==> src/verilog/mcreg_pkg.sv <==
package mcreg_pkg;
	// Register addresses on the special register bus
	localparam logic [7:0] ADDR_POINTER0_LOW = 8'h82;
	localparam logic [7:0] ADDR_POINTER0_HIGH = 8'h83;
	localparam logic [7:0] ADDR_POINTER1_LOW = 8'h84;
	localparam logic [7:0] ADDR_POINTER1_HIGH = 8'h85;
	localparam logic [7:0] ADDR_POINTER_SELECT_CTRL = 8'h86;
	localparam logic [7:0] ADDR_POWER_CONFIG = 8'h87;
	localparam logic [7:0] ADDR_WRITE_PROTECT_LEVEL = 8'hED;
	// Reset values
	localparam logic [7:0] RESET_BYTE = 8'h00;
	// Field positions
	localparam int SEL_BIT = 0;
	localparam int TOGGLE_BIT = 5;
	localparam int STEP0_BIT = 6;
	localparam int STEP1_BIT = 7;
	localparam int STOP_BIT = 1;
	localparam int STOP_RESET_BIT = 3;
	localparam int PWE_BIT = 4;
	localparam int IDLE_BIT = 5;
	localparam int BAUD_BIT = 7;
	// Data memory map
	localparam logic [7:0] BANK_END = 8'h1F;
	localparam logic [7:0] BIT_AREA_BASE = 8'h20;
	localparam logic [7:0] BIT_AREA_END = 8'h2F;
	localparam logic [7:0] GENERAL_BASE = 8'h30;
	localparam logic [7:0] GENERAL_END = 8'h7F;
	localparam logic [7:0] UPPER_BASE = 8'h80;
	// Flash protection
	localparam logic [15:0] PAGE_SIZE = 16'h0400;
	localparam logic [15:0] FULL_LIMIT = 16'h7FFF;
	localparam logic [5:0] FULL_LEVEL = 6'h20;
	// Data memory region codes
	typedef enum logic [2:0] {
		MCREG_BANK,
		MCREG_BIT_AREA,
		MCREG_GENERAL,
		MCREG_UPPER_RAM,
		MCREG_SPECIAL
	} mcreg_region_e;
endpackage : mcreg_pkg
==> src/verilog/mcreg_memory_control.sv <==
`timescale 1ns/1ps
module mcreg_memory_control #(
	parameter int FLASH_KB = 32
) (
	// Clock and reset
	input wire logic clk,
	input wire logic rst,
	// Special register bus from the core
	input wire logic sfr_wr,
	input wire logic sfr_rd,
	input wire logic [7:0] sfr_addr,
	input wire logic [7:0] sfr_wdata,
	output logic [7:0] sfr_rdata,
	output logic sfr_hit,
	// Data memory address decode
	input wire logic [7:0] data_addr,
	input wire logic data_indirect,
	output logic [2:0] data_region,
	output logic [1:0] data_bank,
	output logic [6:0] data_bit_index,
	// Pointer instructions
	input wire logic ptr_instr,
	input wire logic ptr_step,
	output logic [15:0] active_pointer,
	// Program memory access
	input wire logic xmove_wr,
	input wire logic code_rd,
	input wire logic flash_erase_req,
	input wire logic [15:0] flash_erase_addr,
	input wire logic [7:0] acc_value,
	output logic flash_wr,
	output logic [15:0] flash_addr,
	output logic [7:0] flash_wdata,
	output logic flash_erase,
	output logic flash_blocked,
	output logic code_rd_en,
	// Power controls
	output logic idle_mode,
	output logic stop_enable,
	output logic stop_wake_reset,
	output logic baud_doubler,
	output logic program_write_enable
);

	localparam logic [5:0] LEVEL_MASK = (FLASH_KB == 32) ? 6'h3F :
		(FLASH_KB == 16) ? 6'h1F : 6'h0F;

	// Only the three flash sizes have a defined level width
	if (FLASH_KB != 32 && FLASH_KB != 16 &&
		FLASH_KB != 8) begin : g_bad_size
		$error("FLASH_KB must be 8, 16 or 32");
	end

	// Decode compares only upper bounds, so the regions must abut
	localparam bit MAP_ABUTS =
		mcreg_pkg::BIT_AREA_BASE == mcreg_pkg::BANK_END + 8'h01 &&
		mcreg_pkg::GENERAL_BASE == mcreg_pkg::BIT_AREA_END + 8'h01 &&
		mcreg_pkg::UPPER_BASE == mcreg_pkg::GENERAL_END + 8'h01;
	if (!MAP_ABUTS) begin : g_bad_map
		$error("data memory regions must abut");
	end

	// Partial levels must stay below the full-protection limit
	localparam logic [31:0] TOP_PARTIAL =
		32'(mcreg_pkg::FULL_LEVEL - 6'h01) * 32'(mcreg_pkg::PAGE_SIZE);
	if (TOP_PARTIAL >= 32'(mcreg_pkg::FULL_LIMIT)) begin : g_bad_limit
		$error("partial protection reaches the full limit");
	end

	// Register state
	logic [7:0] pointer0_low, pointer0_high;
	logic [7:0] pointer1_low, pointer1_high;
	logic [7:0] pointer_select_ctrl, power_config, write_protect_level;
	logic [7:0] next_pointer0_low, next_pointer0_high;
	logic [7:0] next_pointer1_low, next_pointer1_high;
	logic [7:0] next_pointer_select_ctrl, next_power_config;
	logic [7:0] next_write_protect_level;

	logic [5:0] level;
	logic [15:0] protect_limit;
	logic [15:0] ptr0, ptr1, ptr_sel_val, ptr0_stepped, ptr1_stepped;
	logic sel;

	assign level = write_protect_level[5:0] & LEVEL_MASK;
	assign sel = pointer_select_ctrl[mcreg_pkg::SEL_BIT];
	assign ptr0 = {pointer0_high, pointer0_low};
	assign ptr1 = {pointer1_high, pointer1_low};
	assign ptr_sel_val = sel ? ptr1 : ptr0;

	// Step direction: bit 6 for pointer zero, bit 7 for pointer one
	logic [15:0] ptr_now [2];
	logic [15:0] ptr_step_val [2];
	assign ptr_now[0] = ptr0;
	assign ptr_now[1] = ptr1;
	for (genvar p = 0; p < 2; p++) begin : g_step
		localparam int DIR_BIT = (p == 0) ? mcreg_pkg::STEP0_BIT :
			mcreg_pkg::STEP1_BIT;
		// A set direction bit counts down; both wrap at 16 bits
		assign ptr_step_val[p] = pointer_select_ctrl[DIR_BIT] ?
			ptr_now[p] - 16'h0001 : ptr_now[p] + 16'h0001;
	end
	assign ptr0_stepped = ptr_step_val[0];
	assign ptr1_stepped = ptr_step_val[1];

	// Level counts whole 1K pages upward from address zero
	always_comb begin
		if (level == 6'h00)
			protect_limit = 16'h0000;
		else if (level >= mcreg_pkg::FULL_LEVEL)
			protect_limit = mcreg_pkg::FULL_LIMIT;
		else
			protect_limit = 16'(level) * mcreg_pkg::PAGE_SIZE;
	end

	// Register writes, pointer steps and toggles
	always_comb begin
		next_pointer0_low = pointer0_low;
		next_pointer0_high = pointer0_high;
		next_pointer1_low = pointer1_low;
		next_pointer1_high = pointer1_high;
		next_pointer_select_ctrl = pointer_select_ctrl;
		next_power_config = power_config;
		next_write_protect_level = write_protect_level;
		// Stepping needs both the instruction and its step flag
		if (ptr_instr && ptr_step) begin
			if (!sel)
				{next_pointer0_high, next_pointer0_low} = ptr0_stepped;
			else
				{next_pointer1_high, next_pointer1_low} = ptr1_stepped;
		end
		// Toggle lands in the register now, so the next instruction sees it
		if (ptr_instr && pointer_select_ctrl[mcreg_pkg::TOGGLE_BIT])
			next_pointer_select_ctrl[mcreg_pkg::SEL_BIT] = !sel;
		// A software write in the same cycle wins over hardware updates
		if (sfr_wr) begin
			unique case (sfr_addr)
				mcreg_pkg::ADDR_POINTER0_LOW: next_pointer0_low = sfr_wdata;
				mcreg_pkg::ADDR_POINTER0_HIGH: next_pointer0_high = sfr_wdata;
				mcreg_pkg::ADDR_POINTER1_LOW: next_pointer1_low = sfr_wdata;
				mcreg_pkg::ADDR_POINTER1_HIGH: next_pointer1_high = sfr_wdata;
				mcreg_pkg::ADDR_POINTER_SELECT_CTRL:
					next_pointer_select_ctrl = sfr_wdata;
				mcreg_pkg::ADDR_POWER_CONFIG: next_power_config = sfr_wdata;
				mcreg_pkg::ADDR_WRITE_PROTECT_LEVEL:
					next_write_protect_level = sfr_wdata;
				default: ;
			endcase
		end
	end

	always_ff @(posedge clk or posedge rst) begin
		if (rst) begin
			pointer0_low <= mcreg_pkg::RESET_BYTE;
			pointer0_high <= mcreg_pkg::RESET_BYTE;
			pointer1_low <= mcreg_pkg::RESET_BYTE;
			pointer1_high <= mcreg_pkg::RESET_BYTE;
			pointer_select_ctrl <= mcreg_pkg::RESET_BYTE;
			power_config <= mcreg_pkg::RESET_BYTE;
			write_protect_level <= mcreg_pkg::RESET_BYTE;
		end else begin
			pointer0_low <= next_pointer0_low;
			pointer0_high <= next_pointer0_high;
			pointer1_low <= next_pointer1_low;
			pointer1_high <= next_pointer1_high;
			pointer_select_ctrl <= next_pointer_select_ctrl;
			power_config <= next_power_config;
			write_protect_level <= next_write_protect_level;
		end
	end

	// Registered outputs
	logic [7:0] next_sfr_rdata;
	logic next_sfr_hit;
	logic [2:0] next_data_region;
	logic [1:0] next_data_bank;
	logic [6:0] next_data_bit_index;
	logic next_flash_wr, next_flash_erase, next_flash_blocked;
	logic [15:0] next_flash_addr;
	logic [7:0] next_flash_wdata;
	logic [15:0] wr_addr;
	logic wr_req;
	logic in_protected;

	always_comb begin
		next_sfr_hit = 1'b1;
		next_sfr_rdata = 8'h00;
		unique case (sfr_addr)
			mcreg_pkg::ADDR_POINTER0_LOW: next_sfr_rdata = pointer0_low;
			mcreg_pkg::ADDR_POINTER0_HIGH: next_sfr_rdata = pointer0_high;
			mcreg_pkg::ADDR_POINTER1_LOW: next_sfr_rdata = pointer1_low;
			mcreg_pkg::ADDR_POINTER1_HIGH: next_sfr_rdata = pointer1_high;
			mcreg_pkg::ADDR_POINTER_SELECT_CTRL:
				next_sfr_rdata = pointer_select_ctrl;
			mcreg_pkg::ADDR_POWER_CONFIG: next_sfr_rdata = power_config;
			mcreg_pkg::ADDR_WRITE_PROTECT_LEVEL:
				next_sfr_rdata = write_protect_level;
			default: next_sfr_hit = 1'b0;
		endcase
		// Reads back zero unless strobed, so no stale byte looks valid
		if (!sfr_rd) begin
			next_sfr_rdata = 8'h00;
			next_sfr_hit = 1'b0;
		end
	end

	always_comb begin
		next_data_bank = data_addr[4:3];
		// Number of bit 0 of the addressed byte inside the bit area
		next_data_bit_index = {data_addr[3:0], 3'b000};
		if (data_addr <= mcreg_pkg::BANK_END)
			next_data_region = 3'(mcreg_pkg::MCREG_BANK);
		else if (data_addr <= mcreg_pkg::BIT_AREA_END)
			next_data_region = 3'(mcreg_pkg::MCREG_BIT_AREA);
		else if (data_addr <= mcreg_pkg::GENERAL_END)
			next_data_region = 3'(mcreg_pkg::MCREG_GENERAL);
		else if (data_indirect)
			next_data_region = 3'(mcreg_pkg::MCREG_UPPER_RAM);
		else
			next_data_region = 3'(mcreg_pkg::MCREG_SPECIAL);
	end

	assign wr_addr = flash_erase_req ? flash_erase_addr : ptr_sel_val;
	// Writes need the enable; erases are assumed already gated upstream
	assign wr_req = (xmove_wr && power_config[mcreg_pkg::PWE_BIT]) ||
		flash_erase_req;
	// Strict compare: at full level the topmost byte stays writable
	assign in_protected = wr_addr < protect_limit;

	always_comb begin
		next_flash_wr = 1'b0;
		next_flash_erase = 1'b0;
		next_flash_blocked = 1'b0;
		next_flash_addr = wr_addr;
		next_flash_wdata = acc_value;
		if (wr_req) begin
			if (in_protected)
				next_flash_blocked = 1'b1;
			// Erase outranks a same-cycle write and brings its own address
			else if (flash_erase_req)
				next_flash_erase = 1'b1;
			else
				next_flash_wr = 1'b1;
		end
	end

	// Next values of the outputs not produced above
	logic [15:0] next_active_pointer;
	logic next_code_rd_en;
	logic next_idle_mode, next_stop_enable, next_stop_wake_reset;
	logic next_baud_doubler, next_program_write_enable;

	// Old select for this cycle; a toggle shows from the next cycle on
	always_comb begin
		if (sel)
			next_active_pointer = {next_pointer1_high, next_pointer1_low};
		else
			next_active_pointer = {next_pointer0_high, next_pointer0_low};
	end

	// Code reads never depend on the write enable
	always_comb begin
		next_code_rd_en = code_rd;
	end

	// Levels follow the value being loaded, so they move at the write edge
	always_comb begin
		next_idle_mode = next_power_config[mcreg_pkg::IDLE_BIT];
		next_stop_enable = next_power_config[mcreg_pkg::STOP_BIT];
		next_stop_wake_reset =
			next_power_config[mcreg_pkg::STOP_RESET_BIT];
		next_baud_doubler = next_power_config[mcreg_pkg::BAUD_BIT];
		next_program_write_enable =
			next_power_config[mcreg_pkg::PWE_BIT];
	end

	// Register bus answer
	always_ff @(posedge clk or posedge rst) begin
		if (rst) begin
			sfr_rdata <= 8'h00;
			sfr_hit <= 1'b0;
		end else begin
			sfr_rdata <= next_sfr_rdata;
			sfr_hit <= next_sfr_hit;
		end
	end

	// Data memory decode
	always_ff @(posedge clk or posedge rst) begin
		if (rst) begin
			data_region <= 3'h0;
			data_bank <= 2'h0;
			data_bit_index <= 7'h00;
		end else begin
			data_region <= next_data_region;
			data_bank <= next_data_bank;
			data_bit_index <= next_data_bit_index;
		end
	end

	// Active pointer view
	always_ff @(posedge clk or posedge rst) begin
		if (rst) begin
			active_pointer <= 16'h0000;
		end else begin
			active_pointer <= next_active_pointer;
		end
	end

	// Flash requests
	always_ff @(posedge clk or posedge rst) begin
		if (rst) begin
			flash_wr <= 1'b0;
			flash_erase <= 1'b0;
			flash_blocked <= 1'b0;
			flash_addr <= 16'h0000;
			flash_wdata <= 8'h00;
		end else begin
			flash_wr <= next_flash_wr;
			flash_erase <= next_flash_erase;
			flash_blocked <= next_flash_blocked;
			flash_addr <= next_flash_addr;
			flash_wdata <= next_flash_wdata;
		end
	end

	// Code read
	always_ff @(posedge clk or posedge rst) begin
		if (rst) begin
			code_rd_en <= 1'b0;
		end else begin
			code_rd_en <= next_code_rd_en;
		end
	end

	// Power levels
	always_ff @(posedge clk or posedge rst) begin
		if (rst) begin
			idle_mode <= 1'b0;
			stop_enable <= 1'b0;
			stop_wake_reset <= 1'b0;
			baud_doubler <= 1'b0;
			program_write_enable <= 1'b0;
		end else begin
			idle_mode <= next_idle_mode;
			stop_enable <= next_stop_enable;
			stop_wake_reset <= next_stop_wake_reset;
			baud_doubler <= next_baud_doubler;
			program_write_enable <= next_program_write_enable;
		end
	end

endmodule : mcreg_memory_control

==> config.mk <==
export PLATFORM = sky130hd
export DESIGN_NAME = mcreg_memory_control
export DESIGN_NICKNAME = d
export VERILOG_FILES = /design/src/verilog/mcreg_pkg.sv /design/src/verilog/mcreg_memory_control.sv
export SDC_FILE = /design/constraint.sdc
export NUM_CORES = 1
export LEC_CHECK = 0
export ABC_AREA = 1
export BUFFER_PORTS_ARGS = -buffer_cell sky130_fd_sc_hd__buf_4
export CAP_MARGIN = 15
export CORE_MARGIN = 1
export CORE_UTILIZATION = 53
export CTS_BUF_LIST = sky130_fd_sc_hd__clkbuf_8
export DETAILED_ROUTE_END_ITERATION = 6
export MAX_ROUTING_LAYER = met4
export PLACE_DENSITY = 0.77
export SLEW_MARGIN = 20
export SYNTH_ARGS = -nofsm -noshare
export SYNTH_HDL_FRONTEND = slang
export SYNTH_SLANG_ARGS = --single-unit
export TNS_END_PERCENT = 10
==> constraint.sdc <==
create_clock -name clk -period 3.3 [get_ports clk]
set_clock_uncertainty 0.1 [all_clocks]
set_input_delay 0.33 -clock clk [delete_from_list [all_inputs] [get_ports clk]]
set_output_delay 0.33 -clock clk [all_outputs]
set_load 0.05 [all_outputs]
==> metrics.cfg <==
[synth]
synth-main-ff-cell=dfrtp_1
yosysWarnings=0
syn_area_mm2=0.00750
synth_cells=1021
synth_edf_count=0
seq_area_frac_synth_pct=39.0
synth_cell_type_count=51
ys_ff_latch=117
async_flop_share_pct=100
syn_avg_cell_area_um2=7.35

[clock_network]
cts_tree=built
cts_root_buf=clkbuf_8
clockBufferDepth=2
ctsHtreeMaxLevel=4
cts.sinks=117
worstSkewPairLatency_ns=0.46
post-cts-setup-buffers=0
cts_hold_buffers=16
path_clk_slew_ns=0.08
cts_inserted_buffers=17
post_cts_resize_count=0

[setup_path]
cp_data_required_time_ns=3.60
r2r_slack_ns=0.66
cp_max_fo=18
startpoint_type=flop
r2r-end=active_pointer[8]
end_kind=flop
cp_data_arrival_time_ns=2.93
timing.rr.start=pointer_select_ctrl[7]
ff2ff_path_depth=10
critPathKind=reg -> reg

[place]
gp_congestion=1.01
dp_hpwl_um=18200
portBuffers=124

[pwr]
p_comb_share_pct=44.9
internal-power_mw=3.50
switching_share_pct=46.9
power_density_mw_per_mm2=715
p_leak_nw=4.93
p_sw_mw=3.09
p_seq_share_pct=33.1
vdd.ir_drop.worst_mv=0.305
pwr-share-clk_pct=22.0

[sta]
tns_ns=0
slew-limit-headroom_pct=53.7
tightest_slew_ns=0.694
final_max_slew_viol_count=0
hold_viol=0
fmax_mhz=379
period_needed_ns=2.64
rsz0062_at_grt=no
setup_viol=0
fin_crit_sh_pct=79.9

[grt]
grt_pass1_vias=7057
grt_usage_pct=35.1
antenna_found_initial=0
grt_max_degree=45
grt_overflow=0
grt_pass1_wl_um=37300

[finish]
layout-drive-gt1-share_pct=17.2
final_util_pct=66.7
diodes=0
syn2layout_area_growth_pct=22.9
nets=1267

[drt]
vias=7582
routedLengthMet1_um=9650
drc=2
met3_length_um=2270
finalWirelength_um=24100
top_layer=met4
wl_met2_um=11100
drtPass1Iterations=7
post_drt_via_cell_ratio=5.58
drt_iter0_drc=745
wl_per_cell_um=17.7
antenna_left=0

[floorplanning]
start_util_pct=54.3
io_pins=128
die_w_um=121
coreArea_mm2=0.0138
row_count=43
dieHeight_um=121
die_area_mm2=0.0146

[status]
violations=design-rule violations
run_status=finished, violations left

[flow_run]
max-cap-violations=0

[worst_hold_path]
min_from=flash_erase_addr[4]
hp-class=in -> reg
hold_path_end=flash_addr[4]
min_delay_path_depth=3

[synth_stat cells, types with 3 or more instances]
master | number | area share (%)
nor2_2 | 4 | 0.33
o211ai_1 | 9 | 0.90
clkbuf_1 | 9 | 0.45
a21oi_1 | 66 | 4.4
dfrtp_1 | 117 | 39
nor3_4 | 3 | 0.65
o21ai_0 | 44 | 2.9
o21a_1 | 8 | 0.80
buf_4 | 6 | 0.60
and2_1 | 5 | 0.42
nand2_2 | 5 | 0.42
o21ai_1 | 29 | 1.9
nand2_1 | 312 | 16
ha_1 | 40 | 6.7
nor3_1 | 9 | 0.60
xnor2_1 | 8 | 0.93
inv_1 | 132 | 6.6
nor2_1 | 54 | 2.7
nand4_1 | 5 | 0.42
nand3b_1 | 5 | 0.50
xor2_1 | 6 | 0.70
buf_2 | 7 | 0.47
a21boi_1 | 8 | 0.80
a21boi_0 | 7 | 0.70
buf_6 | 3 | 0.45
o22ai_1 | 12 | 1.0
or2_2 | 3 | 0.25
inv_2 | 9 | 0.45
nand3_1 | 62 | 4.1
o21bai_1 | 7 | 0.70
[cell families (layout without fill, tap and decap cells)]
family | after synthesis | after routing | share of synthesized area, %
AOI/OAI and AO/OA | 199 | 199 | 15.4
xor gates and xnor gates | 14 | 14 | 1.63
adders and majority gates | 42 | 42 | 7.20
buffers and inverters | 170 | 327 | 9.24
DFF | 117 | 117 | 39.0
other | 2 | 4 | 0.100
and+or+nand+nor | 477 | 477 | 27.4
[power groups by stage]
stage | combinational, mW | sequential [mW] | clock [mW]
finish | 2.96 | 2.18 | 1.45
global route | 3.22 | 2.19 | 1.52
CTS | 2.91 | 2.15 | 1.44
detailed placement | 2.89 | 2.18 | 0
global placement | 2.85 | 2.18 | 0
floorplan | 1.56 | 2.53 | 0
[placed cells by master, fill, tap and decap left out, drive strengths merged]
master / n
o2111ai: 1
a31oi: 1
nand3: 63
dfrtp: 117
buf: 133
bufinv: 3
fa: 2
xor2: 6
o211ai: 10
nor2: 59
a21oi: 66
o22ai: 14
and2: 5
o21ai: 74
o221a: 1
nand2: 319
o21a: 8
a22oi: 1
dlygate4sd3: 18
nor3: 12
a21boi: 15
o21bai: 7
or2: 6
clkinvlp: 3
nor3b: 1
o2bb2ai: 1
xnor2: 8
inv: 146
or3: 1
nor4: 1
conb: 4
ha: 40
clkinv: 7
nand4: 5
nand3b: 5
clkbuf: 17
[worst max path at each step]
stage                                start                  to  slack (ns)  depth (start not counted)
floorplan           pointer_select_ctrl[7]  active_pointer[12]        1.16                         10
CTS                 pointer_select_ctrl[7]   active_pointer[8]        0.66                         10
global route        pointer_select_ctrl[7]   active_pointer[8]        0.45                         10
global placement    pointer_select_ctrl[7]   active_pointer[8]        0.71                         10
detailed placement  pointer_select_ctrl[7]   active_pointer[8]        0.69                         10
finish              pointer_select_ctrl[7]   active_pointer[8]        0.66                         10
[stage by stage]
stage	cells	hold WS, ns	setup slack [ns]	cell area (um^2)	total power, mW
after floorplan	1023	0.261	1.16	7510	4.09
after global placement	1309	0.339	0.714	8590	5.03
after detailed placement	1309	0.340	0.693	8590	5.06
after CTS	1357	0.00558	0.664	9180	6.51
after global routing	1360	0.0202	0.448	9220	6.93
final	1360	0.0132	0.664	9220	6.59
[worst max-delay path, cell delays in order (launching register included)]
cell     delay (ns)
dfrtp_1        0.78
inv_1          0.13
fa_1           0.46
o21ai_0        0.35
nand2_1        0.10
nand2_1        0.08
xor2_1         0.18
nand2_1        0.10
nand2_1        0.08
nand3_1        0.11
nand2_1        0.10
[cell type report]
class	instances	area, um^2
fillers	1183	4610
clock inverters	15	194
well taps	180	225
inverters	144	546
repair buffers	151	1200
clock buffers	17	234
flip-flops and latches	117	2930
multi-input cells	736	3890
[routing by layer]
metal	vias up	GRT usage, %
met5	-	-
met4	0	17.8
met2	413	53.0
li1	3598	-
met1	3494	44.8
met3	77	6.95
[flip-flops by register name, summed over array words and instances, names as in the netlist, 2 cells and up]
register / count
active_pointer: 16
flash_addr: 16
flash_wdata: 8
pointer0_high: 8
pointer0_low: 8
pointer1_high: 8
pointer1_low: 8
pointer_select_ctrl: 8
power_config: 8
sfr_rdata: 8
write_protect_level: 8
data_bit_index: 3
data_region: 3
data_bank: 2
No activity file was read; power rests on OpenSTA's default activity.
